### src/srcp_defines.svh
`ifndef SRCP_DEFINES_SVH
`define SRCP_DEFINES_SVH

// System clock rate in kHz
`define SRCP_SYS_CLK_KHZ      50000
// Least watchdog reset pulse, in ms
`define SRCP_WDOG_PULSE_MS    200
// Cycles for the least pulse, exact product of ms and kHz
`define SRCP_WDOG_PULSE_CYC   ((`SRCP_WDOG_PULSE_MS * `SRCP_SYS_CLK_KHZ))
// Least hold of the chip reset input, in system clock cycles
`define SRCP_RESET_MIN_CYC    256
// Synchroniser length
`define SRCP_SYNC_STAGES      2
// Divide ratio for the PHY reference: 50 MHz / 2 = 25 MHz
`define SRCP_PHY_DIV_HALF     1

`endif

### src/srcp_pkg.sv
package srcp_pkg;

  typedef enum logic [1:0] {
    SRCP_IN_RESET,
    SRCP_RUN
  } srcp_mode_t;

  typedef struct packed {
    logic ddr_true;
    logic ddr_comp;
    logic cke;
  } srcp_ddr_pin_t;

  typedef struct packed {
    logic [1:0]    rst_sync;
    srcp_mode_t    mode;
    logic [31:0]   wd_count;
    logic          wd_active;
    logic          phy_clk;
    logic          ddr_phase;
    logic          blocks_rst_n;
    logic          out_en;
    logic [1:0]    ddr_true;
    logic [1:0]    ddr_comp;
    logic          cke;
  } srcp_state_t;

endpackage

### src/srcp_top.sv
`include "srcp_defines.svh"
// Overview of operation
// - Hold processor core and every functional block in reset while chip reset low.
// - In reset pins_out_en drops and open-drain signals are released; PHY and DDR clocks keep running.
// - Watchdog expiry while running drives watchdog reset output for at least 200 ms, unless chip reset entry cuts it short.
// - Drive a continuous 25 MHz reference clock for the external PHY.
// - Drive two differential DDR clock pairs derived from the system clock.
// - Drive a DDR clock enable used to enter memory power-down.
module srcp_top #(
  parameter int unsigned WDOG_PULSE_CYC = `SRCP_WDOG_PULSE_CYC,
  parameter int unsigned DDR_PAIRS      = 2
) (
  input  wire logic                  sys_clk,
  input  wire logic                  nrst,
  input  wire logic                  chip_reset_in_low,
  input  wire logic                  wdog_expire,
  input  wire logic                  ddr_power_down_req,
  output logic                       core_reset_low,
  output logic                       pins_out_en,
  output logic                       watchdog_reset_out,
  output logic                       watchdog_reset_out_en,
  output logic                       phy_ref_clock_out,
  output logic [DDR_PAIRS-1:0]       ddr_clock_out_true,
  output logic [DDR_PAIRS-1:0]       ddr_clock_out_comp,
  output logic                       sdram_clk_enable_out
);

  // Registered state of the whole block
  srcp_pkg::srcp_state_t s_q;
  srcp_pkg::srcp_state_t s_d;

  // Reset pin after synchronisation
  logic                  sync_first;
  logic                  rel;

  // Mode decode and mode changes
  logic                  in_reset;
  logic                  in_run;
  logic                  enter_reset;
  logic                  leave_reset;

  // Watchdog pulse helpers
  logic                  wd_load;
  logic                  wd_busy;
  logic                  wd_last;
  logic [31:0]           wd_reload;
  logic [31:0]           wd_less;

  // Memory clock enable while running
  logic                  cke_run;

  // Clock phases for the next edge
  logic                  phy_next;
  logic                  phase_next;
  logic [1:0]            pair_true;
  logic [1:0]            pair_comp;

  // The first stage may be metastable: only the second stage feeds
  // anything, so the release is seen two edges after the pin
  assign sync_first = s_q.rst_sync[0];
  assign rel        = s_q.rst_sync[1];

  // Decoded mode
  assign in_reset = (s_q.mode == srcp_pkg::SRCP_IN_RESET);
  assign in_run   = (s_q.mode == srcp_pkg::SRCP_RUN);

  // Entry is immediate, no filtering beyond the synchroniser
  assign enter_reset = in_run && !rel;

  // One release edge for every block
  assign leave_reset = in_reset && rel;

  // Expiry counts only while running; in reset it is ignored
  assign wd_load = in_run && wdog_expire;
  assign wd_busy = s_q.wd_active;
  assign wd_last = (s_q.wd_count == 32'h0000_0000);

  // Load value gives a pulse of WDOG_PULSE_CYC cycles
  assign wd_reload = WDOG_PULSE_CYC - 32'h0000_0001;
  assign wd_less   = s_q.wd_count - 32'h0000_0001;

  // Clock enable low asks the memory to enter power-down
  assign cke_run = ~ddr_power_down_req;

  // PHY reference toggles every cycle: 50 MHz / 2
  assign phy_next = ~s_q.phy_clk;

  // One shared phase for every DDR pair
  assign phase_next = ~s_q.ddr_phase;

  // Each pair has a true leg and its inverse
  for (genvar p = 0; p < DDR_PAIRS; p++) begin : g_pair
    assign pair_true[p] = phase_next;
    assign pair_comp[p] = ~phase_next;
  end

  always_comb begin
    s_d = s_q;

    // Two-flop synchroniser for the board reset pin
    s_d.rst_sync[0] = chip_reset_in_low;
    s_d.rst_sync[1] = sync_first;

    // Reference clock runs even in reset, so the PHY never stalls
    s_d.phy_clk = phy_next;

    // DDR clocks run in reset too; the memory keeps a steady clock
    s_d.ddr_phase = phase_next;
    s_d.ddr_true  = pair_true;
    s_d.ddr_comp  = pair_comp;

    unique case (s_q.mode)
      srcp_pkg::SRCP_IN_RESET: begin
        if (leave_reset) begin
          s_d.mode = srcp_pkg::SRCP_RUN;
        end else begin
          s_d.mode = srcp_pkg::SRCP_IN_RESET;
        end
      end
      srcp_pkg::SRCP_RUN: begin
        if (enter_reset) begin
          s_d.mode = srcp_pkg::SRCP_IN_RESET;
        end else begin
          s_d.mode = srcp_pkg::SRCP_RUN;
        end
      end
    endcase

    // Core and block reset follow the next mode on the same edge
    if (s_d.mode == srcp_pkg::SRCP_RUN) begin
      s_d.blocks_rst_n = 1'b1;
    end else begin
      s_d.blocks_rst_n = 1'b0;
    end

    // Pins float for as long as the blocks are held
    if (s_d.mode == srcp_pkg::SRCP_RUN) begin
      s_d.out_en = 1'b1;
    end else begin
      s_d.out_en = 1'b0;
    end

    // Clock enable is forced low in reset and on the release edge,
    // then tracks the power-down request one edge behind
    if (in_run && !enter_reset) begin
      s_d.cke = cke_run;
    end else begin
      s_d.cke = 1'b0;
    end

    // Watchdog pulse: a fresh expiry restarts the full length
    if (!in_run) begin
      s_d.wd_active = 1'b0;
      s_d.wd_count  = 32'h0000_0000;
    end else if (wd_load) begin
      s_d.wd_active = 1'b1;
      s_d.wd_count  = wd_reload;
    end else if (wd_busy && wd_last) begin
      s_d.wd_active = 1'b0;
    end else if (wd_busy) begin
      s_d.wd_count  = wd_less;
    end

    // Reset entry drops the pulse at once; its pin floats anyway
    if (enter_reset) begin
      s_d.wd_active = 1'b0;
    end
  end

  // Synchronous reset: the complement legs start high so that each
  // pair is already differential on the first edge after reset
  always_ff @(posedge sys_clk) begin
    if (!nrst) begin
      s_q          <= '0;
      s_q.mode     <= srcp_pkg::SRCP_IN_RESET;
      s_q.ddr_comp <= '1;
    end else begin
      s_q <= s_d;
    end
  end

  // Every output is a bare register bit, no logic after the flop
  assign core_reset_low        = s_q.blocks_rst_n;
  assign pins_out_en           = s_q.out_en;
  assign watchdog_reset_out    = s_q.wd_active;
  assign watchdog_reset_out_en = s_q.out_en;
  assign phy_ref_clock_out     = s_q.phy_clk;
  assign ddr_clock_out_true    = s_q.ddr_true;
  assign ddr_clock_out_comp    = s_q.ddr_comp;
  assign sdram_clk_enable_out  = s_q.cke;

endmodule

### config.mk
export PLATFORM = sky130hd
export DESIGN_NAME = srcp_top
export DESIGN_NICKNAME = d
export VERILOG_FILES = /design/src/srcp_pkg.sv /design/src/srcp_top.sv
export VERILOG_INCLUDE_DIRS = /design/src /design/src/src
export SDC_FILE = /design/constraint.sdc
export NUM_CORES = 1
export LEC_CHECK = 0
export ABC_CLOCK_PERIOD_IN_PS = 2950
export BUFFER_PORTS_ARGS = -buffer_cell sky130_fd_sc_hd__buf_2
export CELL_PAD_IN_SITES_DETAIL_PLACEMENT = 1
export CELL_PAD_IN_SITES_GLOBAL_PLACEMENT = 1
export CORE_MARGIN = 1.5
export CORE_UTILIZATION = 45
export CTS_CLUSTER_SIZE = 24
export DETAILED_ROUTE_END_ITERATION = 10
export GPL_ROUTABILITY_DRIVEN = 0
export GPL_TIMING_DRIVEN = 0
export HOLD_SLACK_MARGIN = 0.1
export PLACE_DENSITY_LB_ADDON = 0.05
export REMOVE_ABC_BUFFERS = 1
export SYNTH_ARGS = -nofsm -noshare
export SYNTH_HDL_FRONTEND = slang
export SYNTH_SLANG_ARGS = --single-unit
### constraint.sdc
create_clock -name sys_clk -period 2.95 [get_ports sys_clk]
set_input_delay 0.1475 -clock sys_clk [delete_from_list [all_inputs] [get_ports sys_clk]]
set_output_delay 0.1475 -clock sys_clk [all_outputs]
set_load 0.01 [all_outputs]
==> summary.md, run 1 <==
| Metric | Value |
|---|---|
| Critical path launch point type | register |
| Final-report hold violation count | 0 |
| Fin crit period | 2780 ps |
| Synth Cell Area | 1990 sq um |
| WHS Path Cells | 2 |
| WP data arrival | 2990 ps |
| Worst-margin pin slew | 747 ps |
| Async SR Flop Fraction | 0% |
| Final std cells w/o fill | 273 |
| Max-slew headroom | 50.1% |
| Starting density of the core | 48.3% |
| Grt ovf | 0 |
| Drt via density | 6.07 |
| Tightest Hold Check Type | in -> reg |
| Multi-input combinational cell area | 1080 sq um |
| Die Width | 69.5 microns |
| Worst r2r path cells | 5 |
| LEAKAGE | 0.741 nW |
| Inserted Diodes | 0 |
| Largest net degree at the start of global routing | 23 |
| Yosys cell types | 43 |
| CP Cell Sequence | or4_4 > or3_1 > o31ai_2 > mux2_2 > a21oi_1 |
| CTS Sinks | 40 |
| Seq/Total Area, Yosys | 40.3% |
| Core area | 4120 sq um |
| CP startpoint | s_q[19] |
| Endpoints failing setup | 0 |
| Via count | 1,658 |
| Sw Ratio | 21.8% |
| Rows | 23 |
| Clk buf depth | 2 |
| Power Total | 0.000949 W |
| Power share of the sequential group | 57.6% |
| Flops & latches, synth | 40 |
| Clock transition at the registers of the reported paths | 80 ps |
| Die area | 4830 sq um |
| Slowest stage cell, crit path | or3_1 |
| Max FO, Critical Path | 16 |
| IO buf count | 14 |
| Share of layout cells above drive strength 1 | 16.6% |
| Antenna Nets Post-Route | 0 |
| Nets | 229 |
| Htree depth | 2 |
| Setup Buffers After CTS | 0 |
| Total Routing Usage GR | 22.4% |
| Syn. warnings | 0 |
| Largest stage delay on the critical path | 620 ps |
| Total wire length | 4940 microns |
| Worst setup path category | reg -> reg |
| Worst reg2reg startpoint | s_q[19] |
| Ports | 15 |
| Post-synth EDFFs | 0 |
| Status | completed |
| Die height | 69.5 microns |
| Clock Skews | 7.92 ps |
| CP required | 3160 ps |
| Post-Place Cells | 263 |
| P&R area growth vs syn | 7.61% |
| Cells after Synth | 216 |
| Worst reg-to-reg setup slack | 170 ps |
| TritonCTS clock tree | built |
| Initial antenna violation count | 0 |
| CTS buffer count | 5 |
| Worst vdd ir | 0.262 mV |
| Crit. End Element | register |
| # fillers | 480 |
| Remaining DRCs | 0 |
| Setup repair after global routing missed its margin | false |
| Root Buffer | clkbuf_8 |
| WL/cell | 18.1 microns |
| RR Endpoint | s_q[11] |
| Final period utilization | 94.2% |
| Clk pwr share | 39.4% |
| DR pass1 iterations | 4 |
| Avg Inst Size Synth | 9.21 sq um |
| Pwr dens | 443 nW/um^2 |
| Number of global-route vias before repair | 1,774 |
| First-pass GRT wire length | 8710 microns |
| Switch Pwr | 0.000207 W |
| Slew Viols, Final | 0 |
| Max-cap violations | 0 |
| Internal | 0.000742 W |
| Register area | 801 sq um |
| Skew-Pair Late Insertion Delay | 290 ps |
| CP Capture Point | s_q[11] |
| Synth Flop Type | dfxtp_1 |
| DR iter-0 viols | 94 |
| Detailed Place HPWL | 3420 microns |
| F_max | 0.360 GHz |
| Combinational fraction of design power | 3.0% |
what timing repair did:
| action | CTS | global route |
|---|---|---|
| endpoints found under the setup margin | 6 | 2 |
| gates resized for setup | 1 | 0 |
| hold buffers | 2 | 0 |
| endpoints found under the hold margin | 2 | 0 |
| pin swaps | 0 | 1 |
layout by cell type, fill, tap and decap left out, types with 7 or more instances in the layout:
cell	synthesis	final
dfxtp_1	40	40
or3_1	18	18
a21oi_1	16	16
buf_2	1	14
o31ai_1	12	12
nand2_1	12	12
or4_1	10	10
a31oi_1	9	9
nor2_1	7	7
layout make-up:
type	instances	share of cell area [%]
multi-input cells	155	50.4
clock inverters	2	0.468
inverters	4	0.701
flip-flops and latches	40	37.4
clock buffers	6	3.86
repair buffers	16	4.21
well taps	50	2.92
metrics by stage:
| stage | TNS (ps) | hold WS, ps | instance area (sq um) | utilization [%] | setup slack (ps) |
|---|---|---|---|---|---|
| global route | 0 | 125 | 2140 | 52.0 | 18.5 |
| global placement | 0 | 309 | 2020 | 49.1 | 100 |
| floorplan | 0 | 220 | 1890 | - | 474 |
| finish | 0 | 109 | 2140 | 52.0 | 170 |
| detailed placement | -0.792 | 314 | 2020 | 49.1 | -0.792 |
| CTS | 0 | 112 | 2140 | 52.0 | 168 |
kinds of logic after synthesis:
family,Yosys count,synth area share [%]
xor gates and xnor gates,5,2.20
buffers and inverters,21,5.91
adders and majority gates,2,1.26
DFF,40,40.3
and+or+nand+nor,89,29.5
muxes,6,3.08
AOI/OAI and AO/OA,53,17.8
critical path: cells and delay by family, from the launching register on:
family | cells | cell delay [ps]
simple gates | 2 | 1210
compound gates | 2 | 730
mux | 1 | 390
flops | 1 | 360
how the worst min path moves through the flow:
stage	startpoint	to	slack (ps)
after floorplan	ddr_power_down_req	sdram_clk_enable_out	220
after global placement	ddr_power_down_req	sdram_clk_enable_out	310
after detailed placement	ddr_power_down_req	sdram_clk_enable_out	310
after CTS	nrst	ddr_clock_out_comp[0]	110
after global routing	nrst	ddr_clock_out_comp[0]	120
final	nrst	ddr_clock_out_comp[0]	110
routing by layer:
metal / wire [microns] / share of wire (%) / up-vias / GRT usage, %
met2: 2450 / 50 / 26 / 37.7
li1: - / - / 831 / -
met5: 0 / 0 / - / 0
met4: 55 / 1.1 / 0 / 6.54
met3: 142 / 2.9 / 6 / 4.94
met1: 2300 / 46 / 795 / 28.7
cell usage after synthesis, types with 2 or more instances:
library cell  instances  area share [%]
a21oi_1              16             4.0
a31oi_1               9             2.8
and2_1                3            0.94
and3_1                2            0.63
buf_4                 6             2.3
buf_6                 2             1.1
clkbuf_1              7             1.3
dfxtp_1              40              40
ha_1                  2             1.3
inv_1                 4            0.75
mux2i_1               5             2.5
nand2_1              12             2.3
nand2b_1              3            0.94
nand3_1               3            0.75
nand4_1               2            0.63
nor2_1                7             1.3
nor3_1                4             1.0
nor3b_1               2            0.75
nor4_1                6             1.9
nor4_2                3             1.9
o21ai_0               5             1.3
o311ai_0              4             1.8
o31ai_1              12             4.5
o31ai_2               2             1.3
o41ai_1               4             1.8
or2_2                 4             1.3
or3_1                18             5.7
or4_1                10             3.8
or4b_1                2             1.0
xor2_1                4             1.8
power groups by stage:
stage / Combinational (W) / Clock [W] / Sequential [W]
floorplan: 0.00000909 / 0 / 0.000562
global placement: 0.0000263 / 0 / 0.000559
detailed placement: 0.0000271 / 0 / 0.000559
CTS: 0.0000292 / 0.000385 / 0.000547
global route: 0.0000318 / 0.000415 / 0.000547
finish: 0.0000289 / 0.000374 / 0.000547
registers in the layout, indices dropped and copies added, names as in the netlist:
register              flops
rel                       1
sdram_clk_enable_out      1
s_q                      32
s_d                       1
ddr_clock_out_comp        1
phy_ref_clock_out         1
ddr_clock_out_true        1
watchdog_reset_out        1
pins_out_en               1
Note: power is estimated with default switching activity, not from simulation.
==> run 2, diff against run 1 <==
--- a/config.mk
+++ b/config.mk
@@ -6,12 +6,12 @@
 export SDC_FILE = /design/constraint.sdc
 export NUM_CORES = 1
 export LEC_CHECK = 0
-export ABC_CLOCK_PERIOD_IN_PS = 2950
+export ABC_CLOCK_PERIOD_IN_PS = 2300
 export BUFFER_PORTS_ARGS = -buffer_cell sky130_fd_sc_hd__buf_2
 export CELL_PAD_IN_SITES_DETAIL_PLACEMENT = 1
 export CELL_PAD_IN_SITES_GLOBAL_PLACEMENT = 1
 export CORE_MARGIN = 1.5
-export CORE_UTILIZATION = 45
+export CORE_UTILIZATION = 41
 export CTS_CLUSTER_SIZE = 24
 export DETAILED_ROUTE_END_ITERATION = 10
 export GPL_ROUTABILITY_DRIVEN = 0
==> constraint.sdc (replaced) <==
create_clock -name sys_clk -period 2.3 [get_ports sys_clk]
set_input_delay 0.115 -clock sys_clk [delete_from_list [all_inputs] [get_ports sys_clk]]
set_output_delay 0.115 -clock sys_clk [all_outputs]
set_load 0.01 [all_outputs]
==> run 2 against run 1 <==
Effect of this change: the flow now finishes with violations (setup timing); sequential power grew 28%; sequential cell count is the same; register-to-register slack lost 180 ps; first-iteration DRC count shrank 32%; global-route usage grew 0.35 points; largest cell class unchanged; largest power group unchanged; count of clock-buffer cells in the layout is the same; via count grew 11%.
==> summary.md, run 2 (synthesis gave the netlist of run 1 again) <==
| Metric | Value |
|---|---|
| Status | finished, violations left |
| Failing checks | setup timing |
| Max FO, Critical Path | 8 (-8) |
| Htree depth | 2 (unchanged) |
| Max-cap violations | 0 (unchanged) |
| Crit path top cell by count | or4_4 |
| Share of layout cells above drive strength 1 | 31.0% (+14 points) |
| CTS buffer count | 5 (unchanged) |
| Core area | 4690 sq um (+14%) |
| Nets | 246 (+7.4%) |
| Worst setup path category | reg -> reg |
| Slew Viols, Final | 0 (unchanged) |
| Critical path buffers and inverters | 0 (unchanged) |
| Power Total | 0.00119 W (+26%) |
| Biggest register | s_q |
| Largest register FFs | 32 (unchanged) |
| Post-Place Cells | 267 (+1.5%) |
| Total wire length | 5770 microns (+17%) |
| Setup TNS | -11.8 ps (-11.8 ps) |
| Met2 Use GR | 38.4% (+0.72 points) |
| # fillers | 524 (+9.2%) |
| Root Buffer | clkbuf_8 |
| Commonest non-fill, non-tap cell in the layout | dfxtp_1 |
| P&R area growth vs syn | 25.3% |
| CP Cell Sequence | or4_4 > or3_4 > nand4bb_4 > or4_4 > a21oi_2 |
| Tightest Hold Check Type | in -> reg |
| Grt ovf | 0 (unchanged) |
| LEAKAGE | 0.869 nW (+17%) |
| Number of global-route vias before repair | 1,843 (+3.9%) |
| Worst vdd ir | 0.509 mV (+94%) |
| Remaining DRCs | 0 (unchanged) |
| Die height | 72.7 microns (+4.6%) |
| Rows | 25 (+8.7%) |
| Critical path launch point type | register |
| Crit path max-delay family | simple AND/OR/NAND/NOR gates |
| CTS Sinks | 40 (unchanged) |
| Skew-Pair Late Insertion Delay | 300 ps (about the same) |
| Crit. End Element | register |
| Max-slew headroom | 46.8% (-3.2 points) |
| Final Util | 53.1% (+1.1 points) |
| Inserted Diodes | 0 (unchanged) |
| Top Usage Layer GRT | met2 |
| IO buf count | 14 (unchanged) |
| Clock Skews | 11.5 ps (+3.54 ps) |
| Endpoints failing setup | 1 (+1) |
| Final period utilization | 101% (+6.3 points) |
| Worst-margin pin slew | 795 ps (+48.3 ps) |
| Die Width | 72.7 microns (+4.6%) |
| Largest net degree at the start of global routing | 23 (unchanged) |
| Ports | 15 (unchanged) |
| Area post-placement | 2020 sq um (+0.25%) |
| Met3 usage | 4.01% (-0.94 points) |
| Via count | 1,843 (+11%) |
| Largest stage delay on the critical path | 570 ps (-50 ps) |
| Detailed Place HPWL | 3540 microns (+3.6%) |
| CP required | 2520 ps (-640 ps) |
| Drt via density | 6.29 (+3.6%) |
| Pwr dens | 479 nW/um^2 (+8.0%) |
| DR pass1 iterations | 4 (unchanged) |
| Starting density of the core | 42.4% (-5.9 points) |
| Final-report hold violation count | 0 (unchanged) |
| Antenna Nets Post-Route | 0 (unchanged) |
| Worst setup margin | -11.8 ps (-182 ps) |
| Clock transition at the registers of the reported paths | 80 ps (about the same) |
| DR iter-0 viols | 64 (-32%) |
| Final std cells w/o fill | 293 (+7.3%) |
| Total Routing Usage GR | 22.8% (+0.35 points) |
| Initial antenna violation count | 0 (unchanged) |
| Die area | 5280 sq um (+9.3%) |
| Fin crit period | 2310 ps (-468 ps) |
| WP data arrival | 2530 ps (-460 ps) |
| Most frequent cells in the layout | 38 x dfxtp_1, 16 x or3_1, 15 x a21oi_1 |
| First-pass GRT wire length | 9160 microns (+5.2%) |
| Clk buf depth | 2 (unchanged) |
| TritonCTS clock tree | built |
| F_max | 0.433 GHz (+20%) |
| WL/cell | 19.7 microns (+8.8%) |
| Setup repair after global routing missed its margin | true |
| Slowest stage cell, crit path | or4_4 |
| Fin area | 2490 sq um (+16%) |
| Met1 usage | 28.8% (+0.10 points) |
[run 2: worst reg2reg max path: stages (launching register included)]
cell and delay [ps]:
dfxtp_4 350, or4_4 580, or3_4 440, nand4bb_4 300, or4_4 450, a21oi_2 130
[run 2: routing by layer]
| layer | vias up | wire (microns) |
|---|---|---|
| li1 | 873 | - |
| met1 | 931 | 2640 |
| met2 | 32 | 2940 |
| met3 | 7 | 126 |
| met4 | 0 | 68 |
| met5 | - | 0 |
[run 2: area by class of cell]
| cell class | instances | area (sq um) | area share (%) |
|---|---|---|---|
| Clock inverter | 1 | 5.00 | 0.201 |
| Tap cell | 54 | 67.6 | 2.71 |
| Inverter | 4 | 15.0 | 0.602 |
| Clock buffer | 6 | 72.6 | 2.91 |
| Timing Repair Buffer | 32 | 249 | 9.98 |
| Sequential cell | 40 | 806 | 32.3 |
| Multi-Input combinational cell | 156 | 1280 | 51.3 |
[run 2: what timing repair did]
action	CTS	global route
gates cloned	1	0
gates resized for setup	17	25
setup buffers	13	2
pin swaps	7	8
hold buffers	3	0
endpoints found under the hold margin	3	0
setup endpoints to repair	33	24
[run 2: per-stage QoR]
step                worst slack, ps  hold slack, ps
CTS                           -4.50             202
finish                        -11.8             213
global route                  -61.7             223
global placement               -554             276
detailed placement             -637             274
floorplan                      -176             187
[run 2: path summary, 6_finish.rpt]
kind / cells past startpoint / slack [ps] / end / from
setup / recovery: 5 / -10 / s_q[36] / s_q[19]
hold / removal: 3 / 210 / watchdog_reset_out / wdog_expire
setup reg to reg: 5 / -10 / s_q[36] / s_q[19]
hold reg to reg: 1 / 420 / phy_ref_clock_out / phy_ref_clock_out
[run 2: where the power goes]
group          total [W]  internal (W)  switching (W)  leakage [nW]
sequential      0.000700      0.000697     0.00000341         0.325
combinational  0.0000434     0.0000182      0.0000252         0.504
clock           0.000450      0.000207       0.000244        0.0410
